==> src/asi_pkg.sv <==
// Package with register map, field layout and reset values of the idle and status bank
`default_nettype none
package asi_pkg;
    // Register addresses on the management port
    localparam logic [7:0] ASI_ADDR_IDLE_LOW = 8'h0D;
    localparam logic [7:0] ASI_ADDR_IDLE_HIGH = 8'h0E;
    localparam logic [7:0] ASI_ADDR_STATE_INFO = 8'h1D;
    // Reset values of the idle character pair (K28.5 control symbol)
    localparam logic [7:0] ASI_IDLE_LOW_RST = 8'h83;
    localparam logic [1:0] ASI_IDLE_HIGH_RST = 2'h2;
    // Field positions in the idle high register
    localparam int ASI_IDLE_HIGH_LSB = 0;
    localparam int ASI_IDLE_HIGH_MSB = 1;
    // Field positions in the state info register
    localparam int ASI_STATE_LOOP_BIT = 5;
    localparam int ASI_STATE_MODE_LSB = 3;
    localparam int ASI_STATE_MODE_MSB = 4;
    localparam int ASI_STATE_VAR_LSB = 6;
    localparam int ASI_STATE_VAR_MSB = 7;
    // Operating mode code that means serial interface mode
    localparam logic [1:0] ASI_MODE_SERIAL = 2'h3;
    // Word and FIFO geometry
    localparam int ASI_WORD_W = 10;
    localparam int ASI_FIFO_DEPTH = 16;
    // Output stream sources
    typedef enum {
        ASI_SRC_DATA,
        ASI_SRC_IDLE
    } asi_src_t;
endpackage
`default_nettype wire

==> src/asi_fifo.sv <==
// Word FIFO with registered head stage, valid and ready on both sides
`default_nettype none
module asi_fifo #(
    parameter int WIDTH = 10,
    parameter int DEPTH = 16
) (
    input wire logic clk_in,
    input wire logic nrst_in,
    input wire logic [WIDTH-1:0] in_data_in,
    input wire logic in_valid_in,
    output logic in_ready_out,
    output logic [WIDTH-1:0] out_data_out,
    output logic out_valid_out,
    input wire logic out_ready_in
);
    localparam int AW = $clog2(DEPTH);
    localparam int CW = $clog2(DEPTH + 1);
    localparam logic [CW-1:0] FULL_CNT = CW'(DEPTH);

    logic [WIDTH-1:0] mem [DEPTH];
    logic [AW-1:0] wr_ptr, next_wr_ptr;
    logic [AW-1:0] rd_ptr, next_rd_ptr;
    logic [CW-1:0] count, next_count;
    logic [WIDTH-1:0] head, next_head;
    logic head_valid, next_head_valid;
    logic push, pop;
    logic in_ready, next_in_ready;

    // Room flag is a flop of the count after this edge, so it is never a cycle late
    assign in_ready_out = in_ready;
    assign out_data_out = head;
    assign out_valid_out = head_valid;

    // Head refills whenever it is empty or being taken; honest empty via head_valid
    always_comb begin
        push = in_valid_in && (count != FULL_CNT);
        pop = (count != '0) && (!head_valid || out_ready_in);
        next_wr_ptr = push ? wr_ptr + 1'b1 : wr_ptr;
        next_rd_ptr = pop ? rd_ptr + 1'b1 : rd_ptr;
        next_count = count;
        if (push && !pop) begin
            next_count = count + 1'b1;
        end else if (pop && !push) begin
            next_count = count - 1'b1;
        end
        next_in_ready = (next_count != FULL_CNT);
        next_head = head;
        next_head_valid = head_valid;
        if (pop) begin
            next_head = mem[rd_ptr];
            next_head_valid = 1'b1;
        end else if (out_ready_in) begin
            next_head_valid = 1'b0;
        end
    end

    // Pointer and head registers
    always_ff @(posedge clk_in or negedge nrst_in) begin
        if (!nrst_in) begin
            wr_ptr <= '0;
            rd_ptr <= '0;
            count <= '0;
            head <= '0;
            head_valid <= 1'b0;
            in_ready <= 1'b0;
        end else begin
            wr_ptr <= next_wr_ptr;
            rd_ptr <= next_rd_ptr;
            count <= next_count;
            head <= next_head;
            head_valid <= next_head_valid;
            in_ready <= next_in_ready;
        end
    end

    // Storage needs no reset; nothing reads a slot before it is written
    always_ff @(posedge clk_in) begin
        if (push) begin
            mem[wr_ptr] <= in_data_in;
        end
    end
endmodule // asi_fifo
`default_nettype wire

==> src/asi_regs.sv <==
// Idle character and state info registers with idle insertion on the word stream
//
// Summary of operation
// - Output idle character on each ready edge without valid data; reset word is zero
// - Idle resets to K28.5, split low/high pair
// - Bit 5 shows loop-through, resets to 0, then taken from pin on first edge after reset
// - Bits 4:3 mode: 11 serial, else video
// - State read returns 8 bits with variant
`default_nettype none
module asi_regs
    import asi_pkg::*;
#(
    parameter int WORD_W = ASI_WORD_W,
    parameter int FIFO_DEPTH = ASI_FIFO_DEPTH,
    parameter logic [1:0] VARIANT = 2'h0 // Arbitrary value
) (
    input wire logic clk_in,
    input wire logic nrst_in,
    // Received word stream
    input wire logic [WORD_W-1:0] rx_word_in,
    input wire logic rx_valid_in,
    output logic rx_ready_out,
    // Outgoing word stream
    output logic [WORD_W-1:0] out_word_out,
    output logic out_idle_out,
    input wire logic out_ready_in,
    // Status sources
    input wire logic loop_en_pin_in,
    input wire logic [1:0] mode_in,
    output logic loop_en_out,
    output logic serial_mode_out,
    // Management register port
    input wire logic [7:0] reg_addr_in,
    input wire logic reg_wr_in,
    input wire logic [7:0] reg_wdata_in,
    input wire logic reg_rd_in,
    output logic [7:0] reg_rdata_out,
    output logic reg_rvalid_out
);
    logic [WORD_W-1:0] fifo_data;
    logic fifo_valid;
    logic fifo_in_ready;

    logic [7:0] idle_char_low, next_idle_char_low;
    logic [1:0] idle_char_high, next_idle_char_high;
    logic loop_en, next_loop_en;
    logic strap_taken, next_strap_taken;
    logic [1:0] mode, next_mode;
    logic [7:0] rdata, next_rdata;
    logic rvalid, next_rvalid;
    logic [WORD_W-1:0] out_word, next_out_word;
    logic out_idle, next_out_idle;
    logic serial_mode, next_serial_mode;
    logic [7:0] state_info;
    logic [9:0] idle_char;
    asi_src_t src;

    // Buffer between receiver and output; its ready stalls the receiver
    asi_fifo #(
        .WIDTH(WORD_W),
        .DEPTH(FIFO_DEPTH)
    ) u_fifo (
        .clk_in(clk_in),
        .nrst_in(nrst_in),
        .in_data_in(rx_word_in),
        .in_valid_in(rx_valid_in && fifo_in_ready),
        .in_ready_out(fifo_in_ready),
        .out_data_out(fifo_data),
        .out_valid_out(fifo_valid),
        .out_ready_in(out_ready_in)
    );

    assign idle_char = {idle_char_high, idle_char_low};

    // State info word; unused bits read zero
    always_comb begin
        state_info = 8'h00;
        state_info[ASI_STATE_VAR_MSB:ASI_STATE_VAR_LSB] = VARIANT;
        state_info[ASI_STATE_LOOP_BIT] = loop_en;
        state_info[ASI_STATE_MODE_MSB:ASI_STATE_MODE_LSB] = mode;
    end

    // Register writes, strap capture, status tracking and read answer
    always_comb begin
        next_idle_char_low = idle_char_low;
        next_idle_char_high = idle_char_high;
        next_loop_en = loop_en;
        next_strap_taken = 1'b1;
        next_mode = mode_in;
        next_serial_mode = (mode_in == ASI_MODE_SERIAL);
        next_rdata = rdata;
        next_rvalid = reg_rd_in;
        // Pin is caught on the first edge after release, never under reset
        if (!strap_taken) begin
            next_loop_en = loop_en_pin_in;
        end
        if (reg_wr_in) begin
            case (reg_addr_in)
                ASI_ADDR_IDLE_LOW: begin
                    next_idle_char_low = reg_wdata_in;
                end
                ASI_ADDR_IDLE_HIGH: begin
                    next_idle_char_high =
                        reg_wdata_in[ASI_IDLE_HIGH_MSB:ASI_IDLE_HIGH_LSB];
                end
                default: begin
                    next_idle_char_low = idle_char_low; // State info is read only
                end
            endcase
        end
        if (reg_rd_in) begin
            case (reg_addr_in)
                ASI_ADDR_IDLE_LOW: next_rdata = idle_char_low;
                ASI_ADDR_IDLE_HIGH: next_rdata = {6'h00, idle_char_high};
                ASI_ADDR_STATE_INFO: next_rdata = state_info;
                default: next_rdata = 8'h00;
            endcase
        end
    end

    // Register state
    always_ff @(posedge clk_in or negedge nrst_in) begin
        if (!nrst_in) begin
            idle_char_low <= ASI_IDLE_LOW_RST;
            idle_char_high <= ASI_IDLE_HIGH_RST;
            loop_en <= 1'b0;
            strap_taken <= 1'b0;
            mode <= 2'h0;
            serial_mode <= 1'b0;
            rdata <= 8'h00;
            rvalid <= 1'b0;
        end else begin
            idle_char_low <= next_idle_char_low;
            idle_char_high <= next_idle_char_high;
            loop_en <= next_loop_en;
            strap_taken <= next_strap_taken;
            mode <= next_mode;
            serial_mode <= next_serial_mode;
            rdata <= next_rdata;
            rvalid <= next_rvalid;
        end
    end

    // Output word: buffered data when present, idle character otherwise
    always_comb begin
        src = fifo_valid ? ASI_SRC_DATA : ASI_SRC_IDLE;
        next_out_word = out_word;
        next_out_idle = out_idle;
        if (out_ready_in) begin
            case (src)
                ASI_SRC_DATA: begin
                    next_out_word = fifo_data;
                    next_out_idle = 1'b0;
                end
                ASI_SRC_IDLE: begin
                    next_out_word = WORD_W'(idle_char);
                    next_out_idle = 1'b1;
                end
                default: begin
                    next_out_word = WORD_W'(idle_char);
                    next_out_idle = 1'b1;
                end
            endcase
        end
    end

    // Output stage; receiver ready comes from the FIFO's own room flop,
    // which looks one edge ahead so no accepted word is ever dropped
    always_ff @(posedge clk_in or negedge nrst_in) begin
        if (!nrst_in) begin
            out_word <= '0;
            out_idle <= 1'b1;
        end else begin
            out_word <= next_out_word;
            out_idle <= next_out_idle;
        end
    end

    assign out_word_out = out_word;
    assign out_idle_out = out_idle;
    assign rx_ready_out = fifo_in_ready;
    assign loop_en_out = loop_en;
    assign serial_mode_out = serial_mode;
    assign reg_rdata_out = rdata;
    assign reg_rvalid_out = rvalid;
endmodule // asi_regs
`default_nettype wire

==> config.mk <==
export PLATFORM = sky130hd
export DESIGN_NAME = asi_regs
export DESIGN_NICKNAME = d
export VERILOG_FILES = /design/src/asi_pkg.sv /design/src/asi_fifo.sv /design/src/asi_regs.sv
export SDC_FILE = /design/constraint.sdc
export NUM_CORES = 1
export LEC_CHECK = 0
export ABC_AREA = 0
export BUFFER_PORTS_ARGS = -buffer_cell sky130_fd_sc_hd__buf_2
export CORE_MARGIN = 1.5
export CORE_UTILIZATION = 57
export DETAILED_ROUTE_END_ITERATION = 10
export GPL_ROUTABILITY_DRIVEN = 0
export PLACE_DENSITY_LB_ADDON = 0.08
export REMOVE_ABC_BUFFERS = 1
export SYNTH_ARGS = -nofsm -noshare
export SYNTH_HDL_FRONTEND = slang
export SYNTH_SLANG_ARGS = --single-unit
export TNS_END_PERCENT = 10
==> constraint.sdc <==
create_clock -name clk_in -period 3.7 [get_ports clk_in]
set_input_delay 0.37 -clock clk_in [delete_from_list [all_inputs] [get_ports clk_in]]
set_output_delay 0.37 -clock clk_in [all_outputs]
set_load 0.02 [all_outputs]
==> summary.txt <==
Outcome
  – Status: complete, no violations

Global routing
  – Vias in the first global route: 4569
  – Initial antenna violation count: 0
  – GRT Resource Usage Total: 0.204
  – Grt total ovfl: 0
  – First-pass GRT wire length: 25000 um
  – Largest net degree at the start of global routing: 43

Worst setup path
  – CP startpoint kind: register
  – Critical Path AT: 2.76 ns
  – Setup crit end kind: register
  – CP required: 3.84 ns
  – Critical path peak fanout: 10
  – Worst setup path category: register to register

STA
  – Worst-Margin Slew: 0.883 ns
  – Final Skew: 0.0156 ns
  – Final setup viols: 0
  – Setup ws final: 1.08 ns
  – Final Hold Vio Count: 0
  – RSZ-0062 raised after global routing: false
  – Final Slew Violations: 0
  – FMAX: 0.381 GHz
  – Post-layout minimum cycle time: 2.62 ns
  – Tcrit/Tclk final: 0.709
  – Setup_tns: 0 ns
  – Slew HR: 0.410

Floorplanning
  – Die area: 16100 sq um
  – Core ar.: 15100 sq um
  – Top Ports: 58
  – Cell row count: 45
  – Vert. Die Dim: 127 um
  – Initial Util: 0.579
  – Chip width: 127 um

Yosys
  – FFs w/ async S/R, synth: 0.273
  – Number of synthesized register bits: 220
  – Post-synth EDFFs: 160
  – Mapped Area: 8740 sq um
  – Most used flip-flop cell after synthesis: edfxtp_1
  – Cell count after synthesis: 490
  – Yosys warns: 0
  – Netlist cell types: 51
  – Synthesized area per cell: 17.8 sq um
  – Seq/Total Area, Yosys: 0.722

Final layout
  – Net count, final: 600
  – Share of post-route cells with drive strength above 1: 0.282
  – # diodes: 0
  – Commonest non-fill, non-tap cells in the layout: 160 x edfxtp_1, 57 x buf_2, 54 x dfrtp_1
  – Most common cell after layout, fill and taps aside: edfxtp_1
  – Layout area overhead: 13.5%

CTS
  – Worst skew pair latency: 0.50 ns
  – CTS tree: yes
  – Clk buf depth: 3
  – Clk pin slew, worst setup/hold paths: 0.06 ns
  – Sink Count: 220
  – Clk root buf: clkbuf_16
  – CTS H-tree lvls: 1
  – TritonCTS buffer count: 23

Place
  – DP Wirelength: 10300 um
  – PortBufs: 57
  – Dpl ws: 1.12 ns

Routing
  – Detailed-route via count: 4435
  – Routed len/inst: 20.6 um
  – Post-route ant nets: 0
  – Final wirelength: 15700 um
  – DRC: 0
  – Drt pass-1 iters: 4
  – DR vias/cell: 5.82
  – Drt initial violations: 313

Power
  – Leakage Power: 3.64 nW
  – VDD IR max: 0.396 mV
  – Pwr dens: 722 nW/um^2

Flow run
  – Maxcap violations: 0

Min path
  – Hold WC Path Type: input pin to register
## cell families (layout without fill, tap and decap cells)
kind of cell	Yosys count	count (layout)	synth area share
AO/OA/AOI/OAI	62	62	0.0501
XOR/XNOR	10	10	0.0100
adder cells (fa/ha/maj)	7	7	0.0100
buffers and inverters	37	121	0.0175
flip-flops	220	220	0.722
multiplexers	65	65	0.133
other	1	1	0.000429
AND/OR/NAND/NOR	88	88	0.0561
## flip-flops by register name, indices dropped and copies added (netlist names), 2 cells and up
signal               flops
u_fifo.mem             160
out_word_out            10
u_fifo.out_data_out     10
idle_char_low            8
reg_rdata_out            8
u_fifo.count             5
u_fifo.rd_ptr            4
u_fifo.wr_ptr            4
idle_char_high           2
mode                     2
## cell type report
class                      instances  area, sq um
clock inverter                    15          100
timing repair buffer              66          360
inverter                          14         52.6
fill                            1055         5170
sequential                       220         6310
tap                              188          235
multi-input combinational        233         2270
clock buffer                      26          587
## where the power goes
| group | leakage [nW] | total, W | switching, W | internal, W |
|---|---|---|---|---|
| clock network | 0.343 | 0.00210 | 0.000889 | 0.00121 |
| registers | 2.18 | 0.00323 | 0.000210 | 0.00302 |
| logic | 1.13 | 0.00184 | 0.000996 | 0.000841 |
| total | 3.64 | 0.00716 | 0.00209 | 0.00507 |
## critical path, stage by stage (launching register included)
cell	delay (ns)
dfrtp_1	0.43
inv_1	0.07
ha_1	0.26
and4bb_2	0.30
nor4b_1	0.62
and2_1	0.58
## cells in the mapped netlist (all sizes together), types with 2 or more instances
cell type / instances / share of area
o21ai: 14 / 0.0080
nand3: 6 / 0.0034
xnor2: 9 / 0.0090
mux2: 11 / 0.014
nor2: 18 / 0.0077
nor4b: 2 / 0.0037
dfstp: 5 / 0.015
o211ai: 2 / 0.0023
nand2b: 2 / 0.0014
dfrtp: 55 / 0.16
a22o: 10 / 0.010
nor2b: 2 / 0.0014
a22oi: 2 / 0.0017
nor3: 2 / 0.0017
buf: 9 / 0.0054
inv: 14 / 0.0060
mux2i: 14 / 0.016
o22ai: 5 / 0.0036
a21oi: 11 / 0.0063
edfxtp: 160 / 0.55
and2: 15 / 0.011
a211oi: 2 / 0.0017
and4: 4 / 0.0040
mux4: 40 / 0.10
clkbuf: 14 / 0.0060
nand2: 26 / 0.011
ha: 7 / 0.010
or2: 2 / 0.0014
nand4: 2 / 0.0014
a221oi: 11 / 0.012
## path summary, 6_finish.rpt
check,cells after the start,to,slack [ns],startpoint
setup / recovery,5,u_fifo.mem[8][2],1.08,u_fifo.count[0]
min in group asynchronous,2,u_fifo.wr_ptr[2],0.38,nrst_in
hold / removal,2,loop_en_out,0.11,loop_en_pin_in
setup reg to reg,5,u_fifo.mem[8][2],1.08,u_fifo.count[0]
max in group asynchronous,3,idle_char_low[7],2.42,nrst_in
hold reg to reg,2,out_idle_out,0.46,out_idle_out
## stage by stage
stage          instance area, sq um   util  total power [W]  hold slack (ns)  std cells
2_1_floorplan                  8640      -          0.00457           0.0744        467
3_3_place_gp                   9200  0.610          0.00508            0.364        718
3_5_place_dp                   9200  0.610          0.00513            0.379        718
4_1_cts                        9920  0.657          0.00724            0.100        762
5_1_grt                        9920  0.657          0.00752            0.106        762
6_report                       9920  0.657          0.00716            0.114        762
## repair_timing
action                    4_1_cts  5_1_grt
hold buffers                    3        0
hold endpoints to repair       23        0
resized for setup               0        0
buffers inserted                0        0
## metal layers
| layer | GRT usage | part of all wire |
|---|---|---|
| met4 | 0.0441 | 0.016 |
| met2 | 0.350 | 0.51 |
| met5 | 0 | 0 |
| met1 | 0.277 | 0.43 |
| met3 | 0.0354 | 0.051 |
(Power assumes the default switching activity.)
